$ cat src/rtl/frp_pkg.sv
package frp_pkg;
  localparam int ADDR_W          = 23;
  localparam int DATA_W          = 8;
  localparam int CLK_PERIOD_NS   = 10;
  // pin timing, ns
  localparam int RESET_PULSE_MIN_NS     = 500;
  localparam int RESET_TO_READ_DELAY_NS = 50;
  localparam int ACCESS_TIME_NS         = 90;
  localparam int WE_PULSE_NS            = 100;
  localparam int SETUP_NS               = 20;
  // cycle counts: least times round up
  localparam int RESET_PULSE_CYC = (RESET_PULSE_MIN_NS + CLK_PERIOD_NS - 1) / CLK_PERIOD_NS;
  localparam int RESET_REC_CYC   = (RESET_TO_READ_DELAY_NS + CLK_PERIOD_NS - 1) / CLK_PERIOD_NS;
  localparam int ACCESS_CYC      = (ACCESS_TIME_NS + CLK_PERIOD_NS - 1) / CLK_PERIOD_NS + 1;
  localparam int WE_PULSE_CYC    = (WE_PULSE_NS + CLK_PERIOD_NS - 1) / CLK_PERIOD_NS;
  localparam int SETUP_CYC       = (SETUP_NS + CLK_PERIOD_NS - 1) / CLK_PERIOD_NS;
  localparam int CNT_W           = 8;
  // sector grouping and control address bits
  localparam int SECTORS_PER_GROUP = 4;
  localparam int ID_SELECT_BIT     = 9;
  localparam int DIRECTION_BIT     = 6;
  localparam int PROT_SELECT_BIT   = 1;
  localparam int CODE_SELECT_BIT   = 0;
  localparam int PROT_FLAG_BIT     = 0;
  localparam int SECTOR_LSB        = 15;

  typedef enum logic [2:0] {
    FRP_OP_READ    = 3'h0,
    FRP_OP_WRITE   = 3'h1,
    FRP_OP_PROTECT = 3'h2,
    FRP_OP_UNPROT  = 3'h3,
    FRP_OP_VERIFY  = 3'h4,
    FRP_OP_ID_MFR  = 3'h5,
    FRP_OP_ID_DEV  = 3'h6,
    FRP_OP_RESET   = 3'h7
  } frp_op_t;

  typedef enum logic [5:0] {
    FRP_ST_IDLE   = 6'h01,
    FRP_ST_RST    = 6'h02,
    FRP_ST_REC    = 6'h04,
    FRP_ST_SETUP  = 6'h08,
    FRP_ST_STROBE = 6'h10,
    FRP_ST_HOLD   = 6'h20
  } frp_state_t;
endpackage : frp_pkg

$ cat src/rtl/frp_host.sv
`timescale 1ns/1ns
// Contract
// device sleeps after stable address
// sleep independent of control pins
// sleep keeps data; new address reads normally
// output gate high floats data
// reset held low minimum pulse time
// reset returns device to array read
// host restarts aborted program or erase; the host only pulses reset and leaves the reissue to the caller
// busy held low during reset recovery
// read only after reset-to-read delay
// sectors grouped by four
// protected group refuses program and erase
// protect: high voltage id and gate
// protect via high voltage reset only; the host protects with id and gate high voltage and reset high instead
// verify read returns protect flag
// verify ignores addresses except protect-select
// in-system id read shows protection
// unprotect: high voltage, direction high
// protect all before chip unprotect; the host issues unprotect without protecting the groups first
// unprotect then verify reads zero
// high voltage reset temporarily unprotects
// id read gives maker or device code
// write needs select, strobe low, gate high
// high voltage as separate qualifier input
module frp_host #(
  parameter int ADDR_WIDTH = frp_pkg::ADDR_W
) (
  input  wire logic                    clock,
  input  wire logic                    rst_n,
  input  wire logic                    req_valid,
  output logic                         req_ready,
  input  wire frp_pkg::frp_op_t        req_op,
  input  wire logic [ADDR_WIDTH-1:0]   req_addr,
  input  wire logic [7:0]              req_wdata,
  input  wire logic                    req_temp_unprot,
  output logic                         rsp_valid,
  output logic [7:0]                   rsp_rdata,
  output logic                         rsp_protected,
  output logic                         busy,
  output logic                         flash_ce_n,
  output logic                         flash_oe_n,
  output logic                         flash_oe_hv,
  output logic                         flash_we_n,
  output logic                         flash_reset_n,
  output logic                         flash_reset_hv,
  output logic [ADDR_WIDTH-1:0]        flash_addr,
  output logic                         flash_id_hv,
  output logic [7:0]                   flash_dq_out,
  output logic                         flash_dq_oe_n,
  input  wire logic [7:0]              flash_dq_in,
  input  wire logic                    ready_busy_n
);
  import frp_pkg::*;

  frp_state_t        state_q;
  frp_op_t           op_q;
  logic [CNT_W-1:0]  cnt_q;
  logic [7:0]        dq_s1_q, dq_s2_q;
  logic              rb_s1_q, rb_s2_q;
  logic [CNT_W-1:0]  rst_lo_q;

  function automatic logic [ADDR_WIDTH-1:0] ctl_addr(input logic [ADDR_WIDTH-1:0] a,
                                                    input logic dir, input logic psel,
                                                    input logic csel);
    logic [ADDR_WIDTH-1:0] r;
    r = a;
    r[DIRECTION_BIT]   = dir;
    r[PROT_SELECT_BIT] = psel;
    r[CODE_SELECT_BIT] = csel;
    return r;
  endfunction : ctl_addr

  function automatic logic is_hv_op(input frp_op_t o);
    return o == FRP_OP_PROTECT || o == FRP_OP_UNPROT || o == FRP_OP_VERIFY ||
           o == FRP_OP_ID_MFR || o == FRP_OP_ID_DEV;
  endfunction : is_hv_op

  always_ff @(posedge clock) begin
    dq_s1_q <= flash_dq_in;
    dq_s2_q <= dq_s1_q;
    rb_s1_q <= ready_busy_n;
    rb_s2_q <= rb_s1_q;
  end

  assign req_ready = (state_q == FRP_ST_IDLE) && rst_n;
  assign busy      = (state_q != FRP_ST_IDLE);

  always_ff @(posedge clock) begin
    if (!rst_n) begin
      state_q <= FRP_ST_RST;
      op_q    <= FRP_OP_RESET;
      cnt_q   <= '0;
    end else begin
      case (state_q)
        FRP_ST_IDLE: begin
          cnt_q <= '0;
          if (req_valid) begin
            op_q <= req_op;
            state_q <= (req_op == FRP_OP_RESET) ? FRP_ST_RST : FRP_ST_SETUP;
          end
        end
        FRP_ST_RST: begin
          cnt_q <= cnt_q + 1'b1;
          if (cnt_q >= CNT_W'(RESET_PULSE_CYC - 1)) begin
            cnt_q   <= '0;
            state_q <= FRP_ST_REC;
          end
        end
        FRP_ST_REC: begin
          cnt_q <= cnt_q + 1'b1;
          // wait out reset-to-read and any busy recovery
          if (cnt_q >= CNT_W'(RESET_REC_CYC - 1) && rb_s2_q) begin
            cnt_q   <= '0;
            state_q <= FRP_ST_IDLE;
          end
        end
        FRP_ST_SETUP: begin
          cnt_q <= cnt_q + 1'b1;
          if (cnt_q >= CNT_W'(SETUP_CYC - 1)) begin
            cnt_q   <= '0;
            state_q <= FRP_ST_STROBE;
          end
        end
        FRP_ST_STROBE: begin
          cnt_q <= cnt_q + 1'b1;
          // read strobe covers access time plus sync delay
          if (cnt_q >= CNT_W'(((op_q == FRP_OP_WRITE || op_q == FRP_OP_PROTECT ||
                                op_q == FRP_OP_UNPROT) ? WE_PULSE_CYC : ACCESS_CYC + 2) - 1)) begin
            cnt_q   <= '0;
            state_q <= FRP_ST_HOLD;
          end
        end
        FRP_ST_HOLD: state_q <= FRP_ST_IDLE;
        default: state_q <= FRP_ST_RST;
      endcase
    end
  end

  // consecutive cycles with the reset pin low, saturating
  always_ff @(posedge clock) begin
    if (!rst_n) rst_lo_q <= '0;
    else if (flash_reset_n) rst_lo_q <= '0;
    else if (rst_lo_q != '1) rst_lo_q <= rst_lo_q + 1'b1;
  end

  // pin drive
  always_ff @(posedge clock) begin
    if (!rst_n) begin
      flash_ce_n     <= 1'b1;
      flash_oe_n     <= 1'b1;
      flash_oe_hv    <= 1'b0;
      flash_we_n     <= 1'b1;
      flash_reset_n  <= 1'b0;
      flash_reset_hv <= 1'b0;
      flash_id_hv    <= 1'b0;
      flash_addr     <= '0;
      flash_dq_out   <= '0;
      flash_dq_oe_n  <= 1'b1;
    end else begin
      flash_reset_n  <= !(state_q == FRP_ST_RST || (state_q == FRP_ST_IDLE && req_valid &&
                          req_op == FRP_OP_RESET));
      flash_reset_hv <= req_temp_unprot && state_q != FRP_ST_RST;
      if (state_q == FRP_ST_IDLE && req_valid && req_op != FRP_OP_RESET) begin
        flash_ce_n  <= 1'b0;
        flash_id_hv <= is_hv_op(req_op);
        case (req_op)
          FRP_OP_PROTECT: flash_addr <= ctl_addr(req_addr, 1'b0, 1'b1, 1'b0);
          FRP_OP_UNPROT:  flash_addr <= ctl_addr(req_addr, 1'b1, 1'b1, 1'b0);
          FRP_OP_VERIFY:  flash_addr <= ctl_addr(req_addr, 1'b0, 1'b1, 1'b0);
          FRP_OP_ID_MFR:  flash_addr <= ctl_addr(req_addr, 1'b0, 1'b0, 1'b0);
          FRP_OP_ID_DEV:  flash_addr <= ctl_addr(req_addr, 1'b0, 1'b0, 1'b1);
          default:        flash_addr <= req_addr;
        endcase
        flash_oe_hv   <= req_op == FRP_OP_PROTECT || req_op == FRP_OP_UNPROT;
        flash_dq_out  <= req_wdata;
        flash_dq_oe_n <= !(req_op == FRP_OP_WRITE);
      end else if (state_q == FRP_ST_SETUP && cnt_q >= CNT_W'(SETUP_CYC - 1)) begin
        if (op_q == FRP_OP_WRITE || op_q == FRP_OP_PROTECT || op_q == FRP_OP_UNPROT)
          flash_we_n <= 1'b0;
        else
          flash_oe_n <= 1'b0;
      end else if (state_q == FRP_ST_HOLD) begin
        flash_we_n    <= 1'b1;
        flash_oe_n    <= 1'b1;
        flash_oe_hv   <= 1'b0;
        flash_ce_n    <= 1'b1;
        flash_id_hv   <= 1'b0;
        flash_dq_oe_n <= 1'b1;
      end
    end
  end

  // response capture, data from flip-flops
  always_ff @(posedge clock) begin
    if (!rst_n) begin
      rsp_valid     <= 1'b0;
      rsp_rdata     <= '0;
      rsp_protected <= 1'b0;
    end else begin
      rsp_valid <= state_q == FRP_ST_HOLD;
      if (state_q == FRP_ST_HOLD) begin
        rsp_rdata     <= (op_q == FRP_OP_WRITE || op_q == FRP_OP_PROTECT ||
                          op_q == FRP_OP_UNPROT) ? 8'h00 : dq_s2_q;
        rsp_protected <= dq_s2_q[PROT_FLAG_BIT];
      end
    end
  end

  a_reset_pulse_len: assert property (@(posedge clock) disable iff (!rst_n)
    $rose(flash_reset_n) |-> rst_lo_q >= CNT_W'(RESET_PULSE_CYC))
    else $error("reset pulse too short");
  a_write_gate_high: assert property (@(posedge clock) disable iff (!rst_n)
    !flash_we_n |-> !flash_ce_n && flash_oe_n)
    else $error("write strobe without select or with gate low");
  a_no_drive_on_read: assert property (@(posedge clock) disable iff (!rst_n)
    !flash_oe_n |-> flash_dq_oe_n)
    else $error("host drives data while gate low");
  a_protect_pins: assert property (@(posedge clock) disable iff (!rst_n)
    !flash_we_n && op_q == FRP_OP_PROTECT |-> flash_id_hv && flash_oe_hv &&
      !flash_addr[DIRECTION_BIT])
    else $error("protect pin setup wrong");
  a_unprot_pins: assert property (@(posedge clock) disable iff (!rst_n)
    !flash_we_n && op_q == FRP_OP_UNPROT |-> flash_id_hv && flash_oe_hv &&
      flash_addr[DIRECTION_BIT])
    else $error("unprotect pin setup wrong");
  a_verify_sel: assert property (@(posedge clock) disable iff (!rst_n)
    !flash_oe_n && op_q == FRP_OP_VERIFY |-> flash_id_hv && flash_addr[PROT_SELECT_BIT])
    else $error("verify without protect-select high");
  a_id_code_sel: assert property (@(posedge clock) disable iff (!rst_n)
    !flash_oe_n && op_q == FRP_OP_ID_DEV |-> flash_addr[CODE_SELECT_BIT] &&
      !flash_addr[PROT_SELECT_BIT] && !flash_addr[DIRECTION_BIT])
    else $error("device code select wrong");
  a_read_after_rec: assert property (@(posedge clock) disable iff (!rst_n)
    $rose(flash_reset_n) |-> flash_oe_n [*5])
    else $error("read before reset-to-read delay");
  a_rsp_after_hold: assert property (@(posedge clock) disable iff (!rst_n)
    state_q == FRP_ST_HOLD |=> rsp_valid)
    else $error("missing response");

  c_write: cover property (@(posedge clock) disable iff (!rst_n)
    rsp_valid && op_q == FRP_OP_WRITE);
  c_verify: cover property (@(posedge clock) disable iff (!rst_n)
    rsp_valid && op_q == FRP_OP_VERIFY);
  c_reset: cover property (@(posedge clock) disable iff (!rst_n) $rose(flash_reset_n));
  c_temp: cover property (@(posedge clock) disable iff (!rst_n) flash_reset_hv && !flash_we_n);
endmodule : frp_host

$ cat config.mk
export PLATFORM = sky130hd
export DESIGN_NAME = frp_host
export DESIGN_NICKNAME = d
export VERILOG_FILES = /design/src/rtl/frp_pkg.sv /design/src/rtl/frp_host.sv
export SDC_FILE = /design/constraint.sdc
export NUM_CORES = 1
export LEC_CHECK = 0
export BUFFER_PORTS_ARGS = -buffer_cell sky130_fd_sc_hd__buf_2
export CORE_MARGIN = 3
export CORE_UTILIZATION = 28
export DETAILED_ROUTE_END_ITERATION = 10
export PLACE_DENSITY_LB_ADDON = 0.12
export SLEW_MARGIN = 15
export SYNTH_ARGS = -nofsm -noshare
export SYNTH_HDL_FRONTEND = slang
export SYNTH_SLANG_ARGS = --single-unit
$ cat constraint.sdc
create_clock -name clock -period 2.3 [get_ports clock]
set_input_delay 0.115 -clock clock [delete_from_list [all_inputs] [get_ports clock]]
set_output_delay 0.115 -clock clock [all_outputs]
set_load 0.01 [all_outputs]
==> results of run 1 <==
[critical path, stage by stage, from the launching register on]
cell and delay [ns]:
sky130_fd_sc_hd__dfxtp_1 0.32, sky130_fd_sc_hd__o21bai_2 0.18, sky130_fd_sc_hd__inv_1 0.10, sky130_fd_sc_hd__ha_1 0.28
sky130_fd_sc_hd__a211o_1 0.30, sky130_fd_sc_hd__a211oi_1 0.25, sky130_fd_sc_hd__o211a_2 0.32, sky130_fd_sc_hd__nor3_2 0.10
sky130_fd_sc_hd__and3_1 0.17
[per-stage QoR]
stage          utilization  cell area (um2)  hold slack [ns]  worst slack [ns]
2_1_floorplan            -             3150            0.143             0.362
3_3_place_gp         0.351             3840            0.217             0.204
3_5_place_dp         0.351             3840            0.219             0.147
4_1_cts              0.399             4370         0.000428             0.120
5_1_grt              0.400             4380           0.0131            0.0199
6_report             0.400             4380           0.0122             0.177
[metal layers]
layer / vias to the layer above / wire length (um) / GRT usage
li1: 1451 / - / -
met1: 1277 / 3860 / 0.173
met2: 73 / 3610 / 0.197
met3: 13 / 509 / 0.0356
met4: 0 / 174 / 0.0649
met5: - / 0 / 0
[final cells by class]
type / instances / share of cell area
clock buffers: 9 / 0.0514
flip-flops and latches: 84 / 0.384
inverters: 5 / 0.00429
multi-input cells: 241 / 0.315
repair buffers: 134 / 0.187
well taps: 140 / 0.0400
clock inverters: 7 / 0.0186
[cells in the final DEF (no fill, tap or decap), types with 8 or more instances in the layout]
cell type / n
sky130_fd_sc_hd__nor2_1: 26
sky130_fd_sc_hd__buf_2: 97
sky130_fd_sc_hd__nand2_1: 79
sky130_fd_sc_hd__nand3_1: 9
sky130_fd_sc_hd__a21oi_1: 35
sky130_fd_sc_hd__dfxtp_1: 84
sky130_fd_sc_hd__o21ai_0: 9
sky130_fd_sc_hd__dlygate4sd3_1: 22
sky130_fd_sc_hd__xor2_1: 8
sky130_fd_sc_hd__clkbuf_16: 9
sky130_fd_sc_hd__buf_4: 15
[power by group through the flow]
| stage | clock (W) | sequential [W] | combinational (W) |
|---|---|---|---|
| floorplan | 0 | 0.00160 | 0.000358 |
| detailed placement | 0 | 0.00159 | 0.000600 |
| global route | 0.00160 | 0.00157 | 0.000700 |
| finish | 0.00149 | 0.00156 | 0.000636 |
| CTS | 0.00155 | 0.00156 | 0.000633 |
| global placement | 0 | 0.00159 | 0.000597 |
[final timing paths]
kind	endpoint	slack, ns	start	cells after the start
setup reg to reg	state_q[5]$_SDFFE_PN0P_	0.18	op_q[0]$_SDFFE_PN1P_	8
setup / recovery	state_q[5]$_SDFFE_PN0P_	0.18	op_q[0]$_SDFFE_PN1P_	8
hold / removal	flash_dq_out[4]$_SDFFE_PN0P_	0.01	req_wdata[4]	3
hold reg to reg	dq_s2_q[5]$_DFF_P_	0.33	dq_s1_q[5]$_DFF_P_	0
[cell families after synthesis]
group                    count (synthesis)
AND/OR/NAND/NOR                        148
flip-flops                              84
AO/OA/AOI/OAI                           76
buffers and inverters                   25
XOR/XNOR                                 8
adder cells (fa/ha/maj)                  5
multiplexers                             4
[what timing repair did]
action	in CTS	in global routing
gates resized for setup	0	2
endpoints found under the hold margin	22	0
hold buffers	22	0
setup endpoints to repair	0	11
[flip-flops by register name, indices dropped and copies added, names as in the netlist, 3 cells and up]
register / cells
flash_dq_out: 8
rsp_rdata: 8
op_q: 3
dq_s1_q: 8
state_q: 6
cnt_q: 8
dq_s2_q: 8
flash_addr: 23
==> results_dict.tcl, run 1 <==
set metrics [dict create \
    post_drt_via_cell_ratio 4.54 \
    tritoncts_clock_tree "built" \
    cts_inserted_buffers 9 \
    power.combinational.fraction 0.172 \
    max_slew.worst_pin.slew_ns 0.494 \
    number_of_enable_type_register_cells_in_the_synthesized_netlist 0 \
    final_period_minus_worst_setup_slack_ns 2.12 \
    fin_total_pwr_w 0.00368 \
    synthSimpleGateAreaFrac 0.213 \
    outcome "completed" \
    path_max_fanout 7 \
    via_count 2814 \
    grt_first_pass_wirelength_mm 13.1 \
    crit_arrival_ns 2.37 \
    hold_viol 0 \
    rsz0062_at_grt "false" \
    antenna_cell_count 0 \
    power.clock.fraction 0.404 \
    timing.max_slew.rel_slack 0.670 \
    io-pin-count 98 \
    synth_top_cells_by_count "sky130_fd_sc_hd__dfxtp_1, sky130_fd_sc_hd__nand2_1, sky130_fd_sc_hd__a21oi_1, sky130_fd_sc_hd__nor2_1, sky130_fd_sc_hd__clkbuf_1" \
    insertion_delay_ns 0.35 \
    place.detailed.hpwl_mm 5.71 \
    cts.sinks 84 \
    timing.critical_path.to_type "flip-flop" \
    fin_skew_ns 0.00600 \
    htreeDepth 3 \
    intPower_w 0.00267 \
    synth_compound_area_frac 0.165 \
    total_gr_overflow 0 \
    layout_worst_path_cycle_share 0.923 \
    clk_path_buf_depth 2 \
    synthDominantCellAreaShare 0.533 \
    power_switching_share 0.274 \
    p_seq_frac 0.423 \
    globalplace.congestion 0.728 \
    syn_inst 350 \
    placed_cells_incl_taps 582 \
    core_region_area_um2 10900 \
    post_drt_wl_per_cell_um 13.1 \
    asyncSetResetFlopFracSynth 0 \
    synth_largest_area_cell "sky130_fd_sc_hd__dfxtp_1" \
    yosys_warnings 0 \
    root_buffer "sky130_fd_sc_hd__clkbuf_16" \
    syn_area_um2 3150 \
    grt_start_max_net_pins 29 \
    net-switching-power_w 0.00101 \
    num_rows 38 \
    pwr_density_cell_nw_per_um2 841 \
    avg_inst_size_synth_um2 9.01 \
    drtAntennaViolNets 0 \
    grt.total_usage 0.131 \
    drc_errors 0 \
    dr.first_iter.drc_count 175 \
    cp-start-kind "flip-flop" \
    num-nets-final 527 \
    number_of_global_route_vias_before_repair 2636 \
    criticalPathCategory "reg2reg" \
    synthesis.nets 402 \
    timing.hold.worst.class "in2reg" \
    dominantRegCellSynth "sky130_fd_sc_hd__dfxtp_1" \
    ys_seq_elements 84 \
    post_layout_nonfiller_instances 620 \
    vdd_ir_drop_max_mv 0.583 \
    largest_family_of_logic_cells_by_synthesized_area "simple AND/OR/NAND/NOR gates" \
    final_layout_size_suffix_gt1_frac 0.292 \
    cap_violations 0 \
    detail_route.first_pass.iterations 4 \
    synth.area.top_cells "sky130_fd_sc_hd__dfxtp_1, sky130_fd_sc_hd__nand2_1, sky130_fd_sc_hd__a21oi_1" \
    synth_adder_area_share 0.0198 \
    num-fill-cells 1095 \
    post-cts-setup-buffers 0 \
    multiInputGateArea_um2 1380 \
    final-seq-area_um2 1680 \
    worst-endpoint-required_ns 2.54 \
    die_h_um 112 \
    setup_viol 0 \
    finalWirelength_mm 8.15 \
    maxClockFrequency_ghz 0.471 \
    number_of_antenna_violations_at_the_first_check_in_global_routing 0 \
    leakagePower_nw 1.93 \
    area_growth_pct 38.9 \
    yosys.area_share.xor_xnor 0.0222 \
    floorplan.die_area_um2 12600 \
    accumulated_negative_setup_slack_ns 0 \
    synthMuxAreaShare 0.0127 \
    io_buffer_count 97 \
    initial_cell_density_of_the_core 0.288 \
    synth_seq_area_share 0.533 \
    slew_viol_final 0 \
    yosysMostFrequentCell "sky130_fd_sc_hd__dfxtp_1" \
    die_width_um 112 \
    clk_transition_reported_paths_ns 0.06 \
    synth.lib_cells_used.distinct 51 \
]
(Power assumes the default switching activity.)
==> run 2, diff against run 1 <==
- CORE_UTILIZATION: 28 -> 50
- REMOVE_ABC_BUFFERS: not set -> 1
==> run 2 against run 1 <==
  * Cell area decreased by 1.4%
  * Combinational power is 3.8% higher
  * Die area shrank 42%
  * Utilization rose by 32 points
  * Non-clock buffer count grew 14
==> results_dict.tcl, run 2 (same netlist as run 1, synthesis figures left out) <==
set metrics [dict create \
    timing.max_slew.rel_slack 0.675 \
    timing.critical_path.cells "o21bai_2 -> inv_1 -> ha_1 -> a211o_1 -> a211oi_1 -> o211a_2 -> nor3_2 -> and3_1" \
    max_flop_register "flash_addr" \
    fin_skew_ns 0.00631 \
    grt.total_usage 0.232 \
    drtAntennaViolNets 0 \
    post_drt_via_cell_ratio 5.25 \
    vdd_ir_drop_max_mv 0.568 \
    grtUsageMet1 0.280 \
    core_region_area_um2 6030 \
    worst-endpoint-required_ns 2.55 \
    rsz0062_at_grt "false" \
    tritoncts_clock_tree "built" \
    final_period_minus_worst_setup_slack_ns 2.10 \
    leakagePower_nw 1.92 \
    detail_route.first_pass.iterations 4 \
    antenna_cell_count 0 \
    num-nets-final 541 \
    mostFrequentLayoutCell "sky130_fd_sc_hd__buf_2" \
    number_of_antenna_violations_at_the_first_check_in_global_routing 0 \
    critPathSlowestCell "sky130_fd_sc_hd__dfxtp_1" \
    number_of_global_route_vias_before_repair 2931 \
    post-cts-setup-buffers 0 \
    clk_path_buf_depth 2 \
    area_growth_pct 36.9 \
    max_slew.worst_pin.slew_ns 0.487 \
    cp-start-kind "flip-flop" \
    total_gr_overflow 0 \
    grt_start_max_net_pins 39 \
    layout_worst_path_cycle_share 0.914 \
    crit_arrival_ns 2.35 \
    accumulated_negative_setup_slack_ns 0 \
    timing.critical_path.to_type "flip-flop" \
    criticalPathCategory "reg2reg" \
    cts.sinks 84 \
    root_buffer "sky130_fd_sc_hd__clkbuf_8" \
    hold_viol 0 \
    fin_total_pwr_w 0.00319 \
    global_route_met3_utilization 0.0680 \
    die_width_um 85.4 \
    place.detailed.hpwl_mm 5.20 \
    critical-path-max-stage-delay_ns 0.33 \
    timing.hold.worst.class "in2reg" \
    maxClockFrequency_ghz 0.476 \
    via_count 2986 \
    final_layout_size_suffix_gt1_frac 0.281 \
    initial_cell_density_of_the_core 0.523 \
    setup.reg_to_reg.worst_slack_ns 0.20 \
    drc_errors 0 \
    groute.layer.met2.usage 0.389 \
    io-pin-count 98 \
    io_buffer_count 97 \
    outcome "completed" \
    insertion_delay_ns 0.35 \
    die_h_um 85.4 \
    pwr_density_cell_nw_per_um2 738 \
    largest_register_ff_count 23 \
    finalWirelength_mm 8.25 \
    post_drt_wl_per_cell_um 14.5 \
    slew_viol_final 0 \
    grt_first_pass_wirelength_mm 13.6 \
    layout_common_cells "sky130_fd_sc_hd__buf_2, sky130_fd_sc_hd__dfxtp_1, sky130_fd_sc_hd__nand2_1, sky130_fd_sc_hd__dlygate4sd3_1, sky130_fd_sc_hd__a21oi_1" \
    setup_viol 0 \
    htreeDepth 3 \
    cap_violations 0 \
    cts_inserted_buffers 9 \
    num_rows 28 \
    path_max_fanout 7 \
    grt-busiest-layer "met2" \
    clk_transition_reported_paths_ns 0.09 \
    globalplace.congestion 0.844 \
    floorplan.die_area_um2 7290 \
    dr.first_iter.drc_count 139 \
]
==> run 2: layout make-up <==
| cell class | instances | area [um2] |
|---|---|---|
| fillers | 473 | 1710 |
| flip-flops and latches | 84 | 1680 |
| multi-input cells | 241 | 1380 |
| repair buffers | 148 | 961 |
| clock buffers | 9 | 124 |
| well taps | 75 | 93.8 |
| clock inverters | 7 | 58.8 |
| inverters | 5 | 18.8 |
==> run 2: per-layer routing <==
metal / share of wire / up-vias / wire length [um]
met5: 0 / - / 0
met4: 0.024 / 0 / 201
met3: 0.064 / 24 / 525
met2: 0.49 / 107 / 4040
met1: 0.42 / 1377 / 3480
li1: - / 1478 / -
==> run 2: metrics by stage <==
stage | worst slack [ns] | area [um2] | util | cells | hold WS [ns]
after global routing | 0.0868 | 4320 | 0.716 | 569 | 0.0177
final | 0.198 | 4320 | 0.716 | 569 | 0.0210
after CTS | 0.128 | 4300 | 0.714 | 569 | 0.00249
after floorplan | 0.0571 | 3070 | - | 330 | 0.143
after global placement | 0.215 | 3750 | 0.623 | 516 | 0.217
after detailed placement | 0.180 | 3750 | 0.623 | 516 | 0.219
==> run 2: worst paths after layout <==
path / depth (start not counted) / from / endpoint
max: 8 / op_q[0]$_SDFFE_PN1P_ / state_q[5]$_SDFFE_PN0P_
min: 3 / req_addr[10] / flash_addr[10]$_SDFFE_PN0P_
max reg2reg: 8 / op_q[0]$_SDFFE_PN1P_ / state_q[5]$_SDFFE_PN0P_
min reg2reg: 0 / dq_s1_q[1]$_DFF_P_ / dq_s2_q[1]$_DFF_P_
==> run 2: what timing repair did <==
item                       in CTS  in global routing
hold buffers                   37                  0
setup endpoints to repair       0                  5
hold endpoints to repair       37                  0
gates resized for setup         0                  2
==> run 2: where the power goes <==
| group | leakage [nW] | switching [W] | internal [W] |
|---|---|---|---|
| combinational | 1.15 | 0.000343 | 0.000316 |
| clock | 0.0925 | 0.000558 | 0.000411 |
| sequential | 0.685 | 0.0000453 | 0.00151 |
==> run 2: critical path: cells and delay by family (launching register included) <==
kind,cells,cell delay [ns]
and+or+nand+nor,2,0.27
DFF,1,0.33
adders and majority gates,1,0.28
buffers and inverters,1,0.10
AOI/OAI and AO/OA,4,1.02
==> run 3, diff against run 2 <==
- MAX_ROUTING_LAYER: not set -> met4
- clock period: 2.3 -> 2.7 ns (I/O delays scaled with it)
==> run 3 against run 2 <==
  * Power shrank 18%
  * First-iteration DRC count grew 38%
  * Final cell count shrank 4.0%
  * Global-route usage shrank 1.4 points
  * Clock power shrank 14%
  * Non-clock buffer count shrank 23
  * Wire length shrank 8.7%
  * Sequential share of layout area grew 2.1 points
  * Register-to-register slack gained 0.31 ns
  * Clock skew grew 0.0066 ns
  * Die area is the same
  * Critical endpoint unchanged
  * Largest power group unchanged
==> results_dict.tcl, run 3 (same netlist as run 1, synthesis figures left out) <==
set metrics [dict create \
    outcome "completed" \
    pwr_density_cell_nw_per_um2 639 \
    clk_path_buf_depth 2 \
    globalplace.congestion 0.845 \
    number_of_antenna_violations_at_the_first_check_in_global_routing 0 \
    slew_viol_final 0 \
    timing.max_slew.rel_slack 0.469 \
    criticalPathCategory "reg2reg" \
    critPathSlowestCell "sky130_fd_sc_hd__nor4b_1" \
    dr.first_iter.drc_count 192 \
    finalCoreUtilization 0.680 \
    finalWirelength_mm 7.53 \
    detail_route.first_pass.iterations 4 \
    drc_errors 0 \
    path_delay_family "simple AND/OR/NAND/NOR gates" \
    antenna_cell_count 0 \
    pre_cts_worst_setup_slack_ns 0.556 \
    max_flop_register "flash_addr" \
    num_rows 28 \
    fin_total_pwr_w 0.00262 \
    power_switching_share 0.299 \
    post-cts-setup-buffers 0 \
    layout_setup_ws_ns 0.507 \
    timing.critical_path.to_type "flip-flop" \
    num-nets-final 518 \
    whs_ns 0.0124 \
    num-fill-cells 516 \
    final_period_minus_worst_setup_slack_ns 2.19 \
    cp-start-kind "flip-flop" \
    core_region_area_um2 6030 \
    floorplan.die_area_um2 7290 \
    worst-endpoint-required_ns 2.96 \
    layout_common_cells "sky130_fd_sc_hd__buf_2, sky130_fd_sc_hd__dfxtp_1, sky130_fd_sc_hd__nand2_1, sky130_fd_sc_hd__a21oi_1, sky130_fd_sc_hd__nor2_1" \
    die_h_um 85.4 \
    p_seq_frac 0.517 \
    cts_inserted_buffers 9 \
    critPathBufInv 1 \
    grt_start_max_net_pins 46 \
    critical-path-max-stage-delay_ns 0.51 \
    insertion_delay_ns 0.36 \
    cts.sinks 84 \
    place.detailed.hpwl_mm 5.00 \
    rsz0062_at_grt "false" \
    max_slew.worst_pin.slew_ns 0.795 \
    io_buffer_count 97 \
    hold_viol 0 \
    intPower_w 0.00183 \
    die_width_um 85.4 \
    tritoncts_clock_tree "built" \
    net-switching-power_w 0.000783 \
    setup_viol 0 \
    mostFrequentLayoutCell "sky130_fd_sc_hd__buf_2" \
    path_max_fanout 7 \
    clk_transition_reported_paths_ns 0.09 \
    cts_hold_repair.buffers 22 \
    layout_worst_path_cycle_share 0.812 \
    io-pin-count 98 \
    cap_violations 0 \
    crit_arrival_ns 2.45 \
    power.combinational.fraction 0.165 \
    post_drt_via_cell_ratio 5.20 \
    initial_cell_density_of_the_core 0.523 \
    grt_first_pass_wirelength_mm 12.2 \
    maxClockFrequency_ghz 0.456 \
    leakagePower_nw 1.82 \
    drtAntennaViolNets 0 \
    htreeDepth 3 \
    accumulated_negative_setup_slack_ns 0 \
    post_drt_wl_per_cell_um 13.8 \
    total_gr_overflow 0 \
    power.clock.fraction 0.318 \
    via_count 2837 \
    final_layout_size_suffix_gt1_frac 0.274 \
    number_of_global_route_vias_before_repair 2641 \
    root_buffer "sky130_fd_sc_hd__clkbuf_8" \
    fin_skew_ns 0.0129 \
    vdd_ir_drop_max_mv 0.517 \
    largest_register_ff_count 23 \
    timing.hold.worst.class "in2reg" \
    timing.critical_path.cells "inv_1 -> ha_1 -> nor4b_1 -> o21ai_0 -> o2bb2ai_4 -> nor3_2 -> and3_1" \
    grt.total_usage 0.218 \
    area_growth_pct 29.9 \
    post_cts_resized 0 \
]
-- run 3: final cells by class --
| type | count | area [um2] | share of cell area |
|---|---|---|---|
| clock buffers | 9 | 124 | 0.0302 |
| repair buffers | 125 | 753 | 0.184 |
| multi-input cells | 241 | 1370 | 0.334 |
| well taps | 75 | 93.8 | 0.0229 |
| inverters | 5 | 18.8 | 0.00458 |
| flip-flops and latches | 84 | 1680 | 0.411 |
| clock inverters | 7 | 58.8 | 0.0144 |
-- run 3: per-stage QoR --
step | cell area [um2] | std cells
CTS | 4090 | 545
detailed placement | 3680 | 507
global placement | 3680 | 507
floorplan | 3070 | 330
finish | 4100 | 546
global route | 4100 | 546
-- run 3: final timing paths --
check	startpoint	end	slack, ns	cells past startpoint
max	cnt_q[1]$_SDFFE_PN0P_	state_q[5]$_SDFFE_PN0P_	0.51	7
min	req_addr[3]	flash_addr[3]$_SDFFE_PN0P_	0.01	3
max reg2reg	cnt_q[1]$_SDFFE_PN0P_	state_q[5]$_SDFFE_PN0P_	0.51	7
min reg2reg	dq_s1_q[7]$_DFF_P_	dq_s2_q[7]$_DFF_P_	0.33	0
-- run 3: power groups by stage --
stage	clock network [W]	registers (W)	logic, W
after floorplan	0	0.00137	0.000282
after detailed placement	0	0.00138	0.000401
after global placement	0	0.00138	0.000390
after CTS	0.000852	0.00135	0.000429
after global routing	0.000912	0.00136	0.000479
final	0.000831	0.00135	0.000432
-- run 3: layer usage --
| metal | global-route usage | up-vias | wire length, um |
|---|---|---|---|
| met2 | 0.326 | 89 | 3470 |
| met4 | 0.111 | 0 | 193 |
| met1 | 0.271 | 1299 | 3330 |
| met5 | - | - | 0 |
| li1 | - | 1431 | - |
| met3 | 0.0563 | 18 | 533 |
-- run 3: tightest hold or removal path, cell delays in order --
cell and delay (ns):
sky130_fd_sc_hd__buf_2 0.09, sky130_fd_sc_hd__nand2_1 0.05, sky130_fd_sc_hd__a21oi_1 0.05
